## config.mk

```make
export PLATFORM = sky130hd
export DESIGN_NAME = pls_supervisor
export DESIGN_NICKNAME = d
export VERILOG_FILES = /design/src/hdl/pls_supervisor.v /design/src/hdl/pls_timer.v /design/src/hdl/pls_oc_detect.v
export VERILOG_INCLUDE_DIRS = /design/src /design/src/hdl
export SDC_FILE = /design/constraint.sdc
export NUM_CORES = 1
export LEC_CHECK = 0
export ABC_AREA = 1
export BUFFER_PORTS_ARGS = -buffer_cell sky130_fd_sc_hd__buf_2
export CAP_MARGIN = 20
export CORE_ASPECT_RATIO = 0.6
export CORE_MARGIN = 5
export CORE_UTILIZATION = 57
export DETAILED_ROUTE_END_ITERATION = 6
export PLACE_DENSITY_LB_ADDON = 0.12
export SLEW_MARGIN = 20
export SYNTH_ARGS = -nofsm -noshare
export SYNTH_HDL_FRONTEND = slang
export SYNTH_SLANG_ARGS = --single-unit
```

## constraint.sdc

```tcl
create_clock -name clk_sys -period 4.21 [get_ports clk_sys]
set_input_delay 0.421 -clock clk_sys [delete_from_list [all_inputs] [get_ports clk_sys]]
set_output_delay 0.421 -clock clk_sys [all_outputs]
set_load 0.005 [all_outputs]
```

## src/hdl/pls_defs.vh

```
`ifndef PLS_DEFS_VH
`define PLS_DEFS_VH
// ==========================================================
// Register offsets (8-bit address, 8-bit data)
`define PLS_ADDR_CTRL 8'h00
`define PLS_ADDR_STAT 8'h01
`define PLS_ADDR_IRQ 8'h02
`define PLS_ADDR_MASK 8'h03
`define PLS_ADDR_STATE 8'h04
// ==========================================================
// Control fields
`define PLS_CTRL_LATCH 0
`define PLS_CTRL_RST 8'h00
// ==========================================================
// Interrupt bits
`define PLS_IRQ_RFREQ 0
`define PLS_IRQ_OC 1
`define PLS_IRQ_L1 2
`define PLS_IRQ_L2 3
`define PLS_IRQ_L3 4
`define PLS_IRQ_L4 5
`define PLS_IRQ_W 6
`define PLS_MASK_RST 6'h00
// ==========================================================
// Timing: 100 us at the 50 ns clock, sized for the 16-bit timer
`define PLS_HICCUP_CYC 16'h07D0
`define PLS_BLANK_CYC 16'h07D0
`define PLS_OC_PAIRS 3'h4
`endif

```

## src/hdl/pls_supervisor.v

```verilog
`timescale 1ns/100ps
`default_nettype none
`include "pls_defs.vh"
// What this block does
// [RULE1] Latch mode: output undervoltage latches converter off
// [RULE2] Hiccup mode: undervoltage gives timed retry cycles
// [RULE3] Host must break an endless hiccup loop
// [RULE4] Input lockout stops all but lockout detectors
// [RULE5] Level 1 holds until both lockouts clear
// [RULE6] Bias or aux faults, hard thermal start reset
// [RULE7] Stop bias and aux, blank, restart bias
// [RULE8] Level 3 keeps converter off until enable low
// [RULE9] Latch triggers: UV, sync error, OV, OC
// [RULE10] Latch holds while enable stays high
// [RULE11] Level 4 gives one off period then retry
// [RULE12] Persistent cause repeats the off period
// [RULE13] Hiccup triggers: UV, sync error, soft thermal
// [RULE14] Bad frequency resistor: revalidate forever, main off
// [RULE15] Validation loop keeps raising resistor fault flag
// [RULE16] Resistor checked only before bias ready; code checks it after bias_power_good, before main start
// [RULE17] Four consecutive limit pairs declare over-current
// [RULE18] Most severe active level governs
// [RULE19] Off and blanking periods from loaded counters
module pls_supervisor (
    input wire clk_sys,
    input wire resetn,
    input wire input_undervoltage_lockout,
    input wire input_overvoltage_lockout,
    input wire bias_overcurrent,
    input wire bias_overvoltage,
    input wire bias_undervoltage,
    input wire aux_undervoltage,
    input wire hard_thermal_shutdown,
    input wire soft_thermal_shutdown,
    input wire output_undervoltage,
    input wire output_overvoltage,
    input wire sync_input_error,
    input wire cbc_limit_high,
    input wire cbc_limit_low,
    input wire pwm_cycle,
    input wire bias_power_good,
    input wire freq_resistor_valid,
    input wire freq_check_done,
    input wire internal_enable,
    input wire [7:0] reg_addr,
    input wire [7:0] reg_wdata,
    input wire reg_wr,
    input wire reg_rd,
    output reg [7:0] reg_rdata,
    output reg bias_enable,
    output reg aux_enable,
    output reg main_enable,
    output reg freq_check_start,
    output reg irq
);
    // ======================================================
    // States
    localparam [2:0] ST_OFF = 3'h0;
    localparam [2:0] ST_BLANK = 3'h1;
    localparam [2:0] ST_BIAS_UP = 3'h2;
    localparam [2:0] ST_FCHECK = 3'h3;
    localparam [2:0] ST_READY = 3'h4;
    localparam [2:0] ST_RUN = 3'h5;
    localparam [2:0] ST_LATCHED = 3'h6;
    localparam [2:0] ST_HICCUP = 3'h7;

    // ======================================================
    // Helpers
    // Register write strobe aimed at one offset
    function wr_hit;
        input wr;
        input [7:0] addr;
        input [7:0] offs;
        begin
            wr_hit = wr && (addr == offs);
        end
    endfunction

    // Rails stay up in every state but level 1 and blanking
    function rails_on;
        input [2:0] st;
        begin
            rails_on = (st != ST_OFF) && (st != ST_BLANK);
        end
    endfunction

    // Six-bit fields read back zero-extended
    function [7:0] pad6;
        input [5:0] val;
        begin
            pad6 = {2'h0, val};
        end
    endfunction

    reg [2:0] state_ff;
    reg [2:0] nxt_state;
    reg [7:0] ctrl_ff;
    reg [5:0] flags_ff;
    reg [5:0] mask_ff;
    reg [5:0] ev;
    reg tmr_start;
    reg [15:0] tmr_load;
    wire tmr_busy;
    wire tmr_done;
    wire oc_trip;
    reg oc_hold_ff;
    reg [7:0] nxt_rdata;

    wire latch_mode_select = ctrl_ff[`PLS_CTRL_LATCH];
    // ======================================================
    // Fault sorting
    wire lvl1 = input_undervoltage_lockout | input_overvoltage_lockout; // [RULE4]
    wire lvl2 = bias_overcurrent | bias_overvoltage | bias_undervoltage
        | aux_undervoltage | hard_thermal_shutdown; // [RULE6]
    wire main_active = (state_ff == ST_RUN);
    wire uv_or_sync = output_undervoltage | sync_input_error;
    wire lvl3 = main_active & ((uv_or_sync & latch_mode_select)
        | output_overvoltage | oc_trip | oc_hold_ff); // [RULE9] [RULE1]
    wire lvl4 = main_active & ((uv_or_sync & ~latch_mode_select)
        | soft_thermal_shutdown); // [RULE13] [RULE2]

    // Live status; levels read as they stand this cycle
    wire [7:0] status_byte = {2'h0, lvl1, lvl2, main_active, tmr_busy, oc_hold_ff,
        bias_power_good};

    pls_oc_detect u_oc (
        .clk_sys(clk_sys),
        .resetn(resetn),
        .clr(~main_active),
        .cbc_high(cbc_limit_high),
        .cbc_low(cbc_limit_low),
        .pwm_cycle(pwm_cycle),
        .oc_trip(oc_trip)
    );

    pls_timer u_tmr (
        .clk_sys(clk_sys),
        .resetn(resetn),
        .start(tmr_start),
        .load_val(tmr_load),
        .busy(tmr_busy),
        .done(tmr_done)
    );

    // ======================================================
    // Sequencer; lower level number wins
    always @* begin
        nxt_state = state_ff;
        tmr_start = 1'b0;
        tmr_load = 16'h0000;
        ev = 6'h00;
        if (lvl1) begin
            nxt_state = ST_OFF; // [RULE4] [RULE18]
            if (state_ff != ST_OFF)
                ev[`PLS_IRQ_L1] = 1'b1;
        end else begin
            case (state_ff)
            ST_OFF: begin
                // Leave only once both lockouts are gone
                nxt_state = ST_BIAS_UP; // [RULE5]
            end
            ST_BLANK: begin
                if (tmr_done)
                    nxt_state = ST_BIAS_UP; // [RULE7]
            end
            default: begin
                if (lvl2) begin
                    nxt_state = ST_BLANK; // [RULE6] [RULE7] [RULE18]
                    tmr_start = 1'b1;
                    tmr_load = `PLS_BLANK_CYC; // [RULE19]
                    ev[`PLS_IRQ_L2] = 1'b1;
                end else begin
                    case (state_ff)
                    ST_BIAS_UP: begin
                        if (bias_power_good)
                            nxt_state = ST_FCHECK;
                    end
                    ST_FCHECK: begin
                        // Main stays idle; resistor is rechecked until valid
                        if (freq_check_done && freq_resistor_valid)
                            nxt_state = ST_READY; // [RULE14] [RULE16]
                        else if (freq_check_done)
                            ev[`PLS_IRQ_RFREQ] = 1'b1; // [RULE15]
                    end
                    ST_READY: begin
                        if (internal_enable)
                            nxt_state = ST_RUN;
                    end
                    ST_RUN: begin
                        if (lvl3) begin
                            nxt_state = ST_LATCHED; // [RULE8] [RULE18]
                            ev[`PLS_IRQ_L3] = 1'b1;
                        end else if (lvl4) begin
                            nxt_state = ST_HICCUP; // [RULE11]
                            tmr_start = 1'b1;
                            tmr_load = `PLS_HICCUP_CYC; // [RULE19]
                            ev[`PLS_IRQ_L4] = 1'b1;
                        end else if (!internal_enable) begin
                            nxt_state = ST_READY;
                        end
                    end
                    ST_LATCHED: begin
                        // Acts like waiting for a new enable edge
                        if (!internal_enable)
                            nxt_state = ST_READY; // [RULE10]
                    end
                    ST_HICCUP: begin
                        // Retry; a lasting cause re-trips next cycle in run.
                        // No exit by itself: the host must drop the enable.
                        if (!internal_enable)
                            nxt_state = ST_READY; // [RULE3]
                        else if (tmr_done)
                            nxt_state = ST_RUN; // [RULE12] [RULE11]
                    end
                    default: nxt_state = ST_OFF;
                    endcase
                end
            end
            endcase
        end
        if (oc_trip)
            ev[`PLS_IRQ_OC] = 1'b1; // [RULE17]
    end

    // ======================================================
    // State register
    always @(posedge clk_sys or negedge resetn) begin
        if (!resetn) begin
            state_ff <= ST_OFF;
            oc_hold_ff <= 1'b0;
        end else begin
            state_ff <= nxt_state;
            // Holds a trip one more cycle so the latch decision sees it
            oc_hold_ff <= oc_trip & main_active;
        end
    end

    // ======================================================
    // Rail and converter enables
    always @(posedge clk_sys or negedge resetn) begin
        if (!resetn) begin
            bias_enable <= 1'b0;
            aux_enable <= 1'b0;
            main_enable <= 1'b0;
            freq_check_start <= 1'b0;
        end else begin
            // Taken from nxt_state so pins move on the same edge as the state
            bias_enable <= rails_on(nxt_state); // [RULE4] [RULE7]
            aux_enable <= rails_on(nxt_state); // [RULE7]
            main_enable <= (nxt_state == ST_RUN); // [RULE8] [RULE14]
            freq_check_start <= (nxt_state == ST_FCHECK)
                && ((state_ff != ST_FCHECK) || freq_check_done); // [RULE14]
        end
    end

    // ======================================================
    // Control, mask and sticky flags
    always @(posedge clk_sys or negedge resetn) begin
        if (!resetn) begin
            ctrl_ff <= `PLS_CTRL_RST;
            flags_ff <= 6'h00;
            mask_ff <= `PLS_MASK_RST;
            irq <= 1'b0;
        end else begin
            if (wr_hit(reg_wr, reg_addr, `PLS_ADDR_CTRL))
                ctrl_ff <= reg_wdata;
            if (wr_hit(reg_wr, reg_addr, `PLS_ADDR_MASK))
                mask_ff <= reg_wdata[5:0];
            // Set beats write-one-to-clear in the same cycle
            if (wr_hit(reg_wr, reg_addr, `PLS_ADDR_IRQ))
                flags_ff <= (flags_ff & ~reg_wdata[5:0]) | ev;
            else
                flags_ff <= flags_ff | ev;
            // Irq lags the flags by one cycle to keep the pin registered
            irq <= |(flags_ff & mask_ff);
        end
    end

    // ======================================================
    // Read port; data stand one cycle, zero otherwise
    always @* begin
        nxt_rdata = 8'h00;
        if (reg_rd) begin
            case (reg_addr)
            `PLS_ADDR_CTRL: nxt_rdata = ctrl_ff;
            `PLS_ADDR_STAT: nxt_rdata = status_byte;
            `PLS_ADDR_IRQ: nxt_rdata = pad6(flags_ff);
            `PLS_ADDR_MASK: nxt_rdata = pad6(mask_ff);
            `PLS_ADDR_STATE: nxt_rdata = {5'h00, state_ff};
            default: nxt_rdata = 8'h00;
            endcase
        end
    end

    always @(posedge clk_sys or negedge resetn) begin
        if (!resetn) begin
            reg_rdata <= 8'h00;
        end else begin
            reg_rdata <= nxt_rdata;
        end
    end
endmodule
`default_nettype wire

```

## src/hdl/pls_timer.v

```verilog
`timescale 1ns/100ps
`default_nettype none
// ==========================================================
// Load-and-count-down timer, done pulses on expiry
module pls_timer (
    input wire clk_sys,
    input wire resetn,
    input wire start,
    input wire [15:0] load_val,
    output reg busy,
    output reg done
);
    reg [15:0] cnt_ff;
    always @(posedge clk_sys or negedge resetn) begin
        if (!resetn) begin
            cnt_ff <= 16'h0000;
            busy <= 1'b0;
            done <= 1'b0;
        end else begin
            done <= 1'b0;
            if (start) begin
                cnt_ff <= load_val;
                busy <= 1'b1;
            end else if (busy) begin
                if (cnt_ff == 16'h0001) begin
                    busy <= 1'b0;
                    done <= 1'b1;
                end
                cnt_ff <= cnt_ff - 16'h0001;
            end
        end
    end
endmodule
`default_nettype wire

```

## src/hdl/pls_oc_detect.v

```verilog
`timescale 1ns/100ps
`default_nettype none
`include "pls_defs.vh"
// ==========================================================
// Counts consecutive high-then-low limit pairs
module pls_oc_detect (
    input wire clk_sys,
    input wire resetn,
    input wire clr,
    input wire cbc_high,
    input wire cbc_low,
    input wire pwm_cycle,
    output reg oc_trip
);
    reg [2:0] pairs_ff;
    reg hi_seen_ff;
    reg pair_seen_ff;
    always @(posedge clk_sys or negedge resetn) begin
        if (!resetn) begin
            pairs_ff <= 3'h0;
            hi_seen_ff <= 1'b0;
            pair_seen_ff <= 1'b0;
            oc_trip <= 1'b0;
        end else begin
            oc_trip <= 1'b0;
            if (clr) begin
                pairs_ff <= 3'h0;
                hi_seen_ff <= 1'b0;
                pair_seen_ff <= 1'b0;
            end else if (cbc_high) begin
                hi_seen_ff <= 1'b1;
            end else if (cbc_low && hi_seen_ff) begin
                hi_seen_ff <= 1'b0;
                pair_seen_ff <= 1'b1;
                // A fourth consecutive pair declares over-current
                if (pairs_ff == `PLS_OC_PAIRS - 3'h1) begin
                    oc_trip <= 1'b1; // [RULE17]
                    pairs_ff <= 3'h0;
                end else begin
                    pairs_ff <= pairs_ff + 3'h1;
                end
            end else if (pwm_cycle) begin
                // Only a PWM cycle with no completed pair and no pending high breaks the run
                if (!pair_seen_ff && !hi_seen_ff)
                    pairs_ff <= 3'h0;
                pair_seen_ff <= 1'b0;
            end
        end
    end
endmodule
`default_nettype wire

```

==> metrics.yaml, run 1 <==
synth_area_mm2: 0.003242
rows: 21
drcViolationCount: 0
drive_gt1_frac: 0.1926
antenna_found_initial: 0
hp-class: "in2async"
n_antenna_cell: 0
root_buffer: "clkbuf_8"
use_met1: 0.3485
synth_area_leaders: "dfrtp_1 46%, nand2_1 12%, nor2_1 7.5%, nand3_1 6.6%, inv_1 5.9%"
cts_sinks: 60
worst_slew_pin_slew_ps: 839.7
htree_levels: 3
overflow: 0
grt_pass1_wl_um: 12610
avgRoutedWirePerCell_um: 13.29
post_cts_resized: 0
vdd_ir_drop_max_uv: 254.0
grtUsageMet3: 0.05655
ys_warn_count: 0
async_reset_ff_frac: 1.000
power.density_mw_per_mm2: 394.0
switchingPower_w: 0.0004243
dp_hpwl_um: 5825
grt_max_degree: 37
antenna_left: 0
yosys-top-cells-count: "103 x nand2_1, 65 x nor2_1, 60 x dfrtp_1"
fillers: 464
firstDrtPassIters: 5
required_ps: 4460
synth_top_family_by_area: "simple AND/OR/NAND/NOR gates"
synth_top_area_frac: 0.4631
core_area_mm2: 0.005544
synth_most_common_cell: "nand2_1"
cts_buffers: 9
final-hold-violation-count: 0
viasPerCell: 5.194
area_growth_pct: 16.29
synthMuxAreaShare: 0.003088
rsz0062_at_grt: "false"
synth_cells: 428
timing.hold.ws_ps: 47.13
clk_pin_slew_ps: 70
ios: 51
busiest_layer: "met1"
fin_setup_tns_ps: 0
max_cap_violations: 0
die_y_um: 68.42
intPower_w: 0.001061
cts_tree: "yes"
met2_usage: 0.3123
synth_seq_cells: 60
place_congestion: 0.8964
initial_utilization: 0.5847
synth_edf_count: 0
end_kind: "flop"
avgSynthCellArea_um2: 7.574
die_x_um: 107.4
drt_iter0_drc: 270
min_period_over_period: 0.4412
synth-simple-area-share: 0.3377
seq_area_frac_synth: 0.4631
p_leak_nw: 1.945
vias: 2950
cts_hold_buf: 0
post_cts_buffers: 0
final_nets: 524
finalMaxSlewViolations: 0
syn-num-nets: 469
startpoint_type: "input pin"
wl_um: 7551
grt_usage: 0.2278
p_comb_frac: 0.153
p_seq_frac: 0.456
grt_pass1_vias: 2612
yosys.area.top_type: "dfrtp_1"
dieArea_mm2: 0.007345
synth_ff_type: "dfrtp_1"
power_frac_clock: 0.391
maxSlewHeadroom: 0.4396
crit_path_max_fanout: 25
synth-compound-area-share: 0.08452
io_buffer_count: 50
path_class: "in2reg"
clockBufferDepth: 2
yosysUniqueCellTypes: 37
period_minus_slack_ps: 1858
synth_fa_ha_area_frac: 0.01158
skew_ps: 5.747
status: "complete, no violations"
cp.arrival_ps: 2110
sw_frac_of_total: 0.2857
setup-violations-final: 0
synth-xor-area-share: 0.01621
insertion_delay_ps: 340
fmax_mhz: 538.3
[layout by cell type, fill, tap and decap left out, types with 4 or more instances in the layout]
cell / instances
nand2_1: 103
nor2_1: 65
dfrtp_1: 60
inv_1: 51
buf_2: 50
nand3_1: 43
o21ai_0: 22
a21oi_1: 12
clkbuf_8: 10
o21ai_1: 7
nor3_1: 6
nor2_2: 5
nand2_2: 5
nor2_4: 4
inv_2: 4
nand4_1: 4
xor2_1: 4
[power by group through the flow]
stage	Clock (W)	Sequential (W)	Combinational [W]
4_1_cts	0.000592	0.000676	0.000229
5_1_grt	0.000614	0.000684	0.000263
6_report	0.000580	0.000678	0.000228
3_3_place_gp	0	0.000685	0.000219
3_5_place_dp	0	0.000687	0.000227
2_1_floorplan	0	0.000674	0.000157
[per-layer routing]
layer / part of all wire / routed length [um]
met1: 0.48 / 3652
met2: 0.40 / 3045
met3: 0.10 / 774
met4: 0.010 / 78
met5: 0 / 0
[stage by stage]
step	power (W)	util	instances	setup slack (ps)	instance area, um2
floorplan	0.0008316	-	428	2847	3242
global placement	0.0009046	0.6394	552	2151	3545
detailed placement	0.0009143	0.6394	552	2058	3545
CTS	0.001497	0.6800	568	2412	3770
global route	0.001561	0.6800	568	2164	3770
finish	0.001485	0.6800	568	2352	3770
[kinds of logic after synthesis]
group | count (synthesis)
AOI/OAI and AO/OA | 50
xor gates and xnor gates | 6
adders and majority gates | 3
buffers and inverters | 64
DFF | 60
muxes | 1
and+or+nand+nor | 244
[state kept, by name, summed over array words and instances, names as in the netlist]
signal / flops
flags_ff: 6
u_oc.oc_trip: 1
u_tmr.done: 1
mask_ff: 6
u_oc.pairs_ff: 3
aux_enable: 1
irq: 1
freq_check_start: 1
u_tmr.busy: 1
oc_hold_ff: 1
ctrl_ff: 8
u_tmr.cnt_ff: 16
main_enable: 1
state_ff: 3
reg_rdata: 8
u_oc.hi_seen_ff: 1
u_oc.pair_seen_ff: 1
[final timing paths]
path                                                 to  cells past startpoint                    startpoint  slack (ps)
hold reg to reg                  u_oc.oc_trip$_DFF_PN0_                      1  u_oc.pairs_ff[2]$_DFFE_PN0P_         440
setup / recovery                 mask_ff[5]$_DFFE_PN0P_                      6                   reg_addr[6]        2350
min in group clk_sys             ctrl_ff[6]$_DFFE_PN0P_                      3                  reg_wdata[6]         330
max in group asynchronous  u_oc.pairs_ff[1]$_DFFE_PN0P_                      2                        resetn        3310
hold / removal                   reg_rdata[4]$_DFF_PN0_                      1                        resetn          50
setup reg to reg           u_tmr.cnt_ff[14]$_DFFE_PN0P_                      9   u_tmr.cnt_ff[0]$_DFFE_PN0P_        2480
[critical path, cell delays in order]
cell     delay, ps
buf_2          100
inv_1           70
nand2_1         70
nor2_2         640
nand3_1        510
o21ai_0        290
[cell type report]
class	instances	area [um2]	share of cell area
multi-input cells	304	1469	0.3896
inverters	57	216.5	0.05742
flip-flops and latches	60	1501	0.3983
clock inverters	6	87.58	0.02323
repair buffers	51	257.7	0.06837
clock buffers	10	137.6	0.03651
well taps	80	100.1	0.02655
(Power assumes the default switching activity.)
==> run 2, diff against run 1 <==
--- a/config.mk
+++ b/config.mk
@@ -6,12 +6,12 @@
 export SDC_FILE = /design/constraint.sdc
 export NUM_CORES = 1
 export LEC_CHECK = 0
-export ABC_AREA = 1
+export ABC_AREA = 0
 export BUFFER_PORTS_ARGS = -buffer_cell sky130_fd_sc_hd__buf_2
 export CAP_MARGIN = 20
 export CORE_ASPECT_RATIO = 0.6
 export CORE_MARGIN = 5
-export CORE_UTILIZATION = 57
+export CORE_UTILIZATION = 51
 export DETAILED_ROUTE_END_ITERATION = 6
 export PLACE_DENSITY_LB_ADDON = 0.12
 export SLEW_MARGIN = 20
==> constraint.sdc (replaced) <==
create_clock -name clk_sys -period 1.6 [get_ports clk_sys]
set_input_delay 0.16 -clock clk_sys [delete_from_list [all_inputs] [get_ports clk_sys]]
set_output_delay 0.16 -clock clk_sys [all_outputs]
set_load 0.005 [all_outputs]
==> run 2 against run 1 <==
Against the previous run:
- the flow now finishes with violations (negative setup slack)
- setup slack got worse by 2400 ps
- non-clock buffer count rose by 34
- area after synthesis is 5.4% lower
- combinational power increased to 4.4 times the previous value
- clock power rose to 2.9 times the previous value
- hold slack improved by 0.78 ps
- critical path type is now reg2reg
- synthesized cell count fell by 36%
==> metrics.yaml, run 2 <==
cts_sinks: 60
drive_gt1_frac: 0.4077
required_ps: 1890
area_growth_pct: 29.84
core_area_mm2: 0.005702
synth_most_common_cell: "dfrtp_1"
htree_levels: 3
hp-class: "in2reg"
syn-num-nets: 315
async_reset_ff_frac: 1.000
hold_depth: 2
yosys-top-cells-count: "60 x dfrtp_1, 27 x nor2_1, 20 x nand2_1"
vdd_ir_drop_max_uv: 564.1
synth_area_mm2: 0.003065
final_nets: 399
rsz0062_at_grt: "true"
cts_tree: "yes"
reg2regPathDepth: 6
synth_cells: 274
ys_warn_count: 0
final-hold-violation-count: 0
violations: "negative setup slack"
reg2reg_to: "u_tmr.cnt_ff[14]$_DFFE_PN0P_"
seq_area_frac_synth: 0.4898
synth_ff_type: "dfrtp_1"
avgSynthCellArea_um2: 11.19
r2r-start: "u_tmr.cnt_ff[1]$_DFFE_PN0P_"
wl_um: 7693
skew_ps: 8.019
fillers: 424
worst_slew_pin_slew_ps: 401.1
finalMaxSlewViolations: 0
largest_register: "u_tmr.cnt_ff"
clk_pin_slew_ps: 80
fmax_mhz: 602.0
vias: 2452
ios: 51
power_w: 0.004515
grt_max_degree: 61
setup-violations-final: 3
dp_hpwl_um: 5279
cts_buffers: 9
drcViolationCount: 0
firstDrtPassIters: 4
initial_utilization: 0.5376
placed_area_mm2: 0.003561
dieArea_mm2: 0.007712
crit_path_end: "u_tmr.cnt_ff[14]$_DFFE_PN0P_"
max_cap_violations: 0
overflow: 0
viasPerCell: 5.535
die_y_um: 70.06
grt_usage: 0.2091
yosys.area.top_type: "dfrtp_1"
place_congestion: 0.8602
grt_pass1_wl_um: 12300
yosysUniqueCellTypes: 62
cp.arrival_ps: 1950
clockBufferDepth: 2
crit_path_max_fanout: 3
hp-start: "reg_wdata[7]"
maxSlewHeadroom: 0.7326
io_buffer_count: 50
synth_edf_count: 0
reg_top3: "u_tmr.cnt_ff: 16 flops, ctrl_ff: 8 flops, reg_rdata: 8 flops"
power.density_mw_per_mm2: 1134
largest_register_ffs: 16
root_buffer: "clkbuf_8"
antenna_found_initial: 0
final_common_cell: "dfrtp_1"
antenna_left: 0
design_area_mm2: 0.003980
drt_iter0_drc: 146
grt_pass1_vias: 2405
fin_setup_tns_ps: -101.4
path_class: "reg2reg"
avgRoutedWirePerCell_um: 17.37
rows: 21
synth_top_area_frac: 0.4898
synth_seq_cells: 60
n_antenna_cell: 0
startpoint_type: "flop"
layout_common_cells: "60 x dfrtp_1, 50 x buf_2, 31 x buf_4"
fin_ws_ps: -61.09
synth_area_leaders: "dfrtp_1 49%, mux2_2 3.7%, nor2_1 3.3%, mux2_4 2.9%, mux4_2 2.9%"
die_x_um: 110.1
period_minus_slack_ps: 1661
reg2reg_slack_ps: -60
insertion_delay_ps: 350
crit_start: "u_tmr.cnt_ff[1]$_DFFE_PN0P_"
p_leak_nw: 1.867
min_period_over_period: 1.038
status: "complete, but fails checks"
end_kind: "flop"
run 2: where the power goes:
part / leakage (nW) / total [W] / internal, W / switching, W
logic: 0.976 / 0.00101 / 0.000541 / 0.000471
registers: 0.775 / 0.00182 / 0.00166 / 0.000160
clock network: 0.116 / 0.00169 / 0.00104 / 0.000645
run 2: critical path, stage by stage (launching register included):
cell and delay, ps:
dfrtp_1 410, inv_2 90, ha_4 170, and3b_2 200, nand4_2 130, or4_4 450
a21oi_2 140
run 2: cells by family after synthesis:
logic type | count (synthesis) | synth area share
buffers and inverters | 20 | 0.03510
and+or+nand+nor | 105 | 0.2057
DFF | 60 | 0.4898
adders and majority gates | 3 | 0.01225
muxes | 23 | 0.1057
AOI/OAI and AO/OA | 52 | 0.1200
xor gates and xnor gates | 11 | 0.03143
run 2: final cells by class:
| type | instances | area [um2] | area share |
|---|---|---|---|
| Inverter | 8 | 30.03 | 0.007545 |
| Multi-Input combinational cell | 194 | 1567 | 0.3936 |
| Timing Repair Buffer | 85 | 535.5 | 0.1345 |
| Clock inverter | 7 | 122.6 | 0.03081 |
| Tap cell | 80 | 100.1 | 0.02515 |
| Sequential cell | 60 | 1501 | 0.3772 |
| Clock buffer | 9 | 123.9 | 0.03112 |
run 2: how the worst min path moves through the flow:
stage,slack [ps],end
finish,50,ctrl_ff[7]$_DFFE_PN0P_
global placement,190,state_ff[2]$_DFF_PN0_
CTS,40,ctrl_ff[7]$_DFFE_PN0P_
floorplan,-140,aux_enable$_DFF_PN0_
global route,40,ctrl_ff[7]$_DFFE_PN0P_
detailed placement,200,state_ff[0]$_DFF_PN0_
run 2: metrics by stage:
stage	util	setup WS [ps]	std cells	hold WS, ps
2_1_floorplan	-	28.82	274	-135.6
3_3_place_gp	0.6245	-44.44	420	192.8
3_5_place_dp	0.6245	-59.15	420	203.9
4_1_cts	0.6822	-18.03	439	38.27
5_1_grt	0.6980	-101.2	443	36.54
6_report	0.6980	-61.09	443	47.90
run 2: layer usage:
| layer | global-route usage | up-vias | wire length (um) |
|---|---|---|---|
| li1 | - | 1176 | - |
| met2 | 0.2782 | 81 | 3200 |
| met3 | 0.07090 | 13 | 611 |
| met5 | 0 | - | 0 |
| met1 | 0.3148 | 1182 | 3762 |
| met4 | 0.06967 | 0 | 118 |
run 2: what timing repair did:
action | in CTS | in global routing
hold buffers | 1 | 0
cloned | 0 | 0
gates resized for setup | 10 | 15
pin swaps | 1 | 9
endpoints found under the hold margin | 60 | 0
endpoints found under the setup margin | 11 | 12
setup buffers | 2 | 4
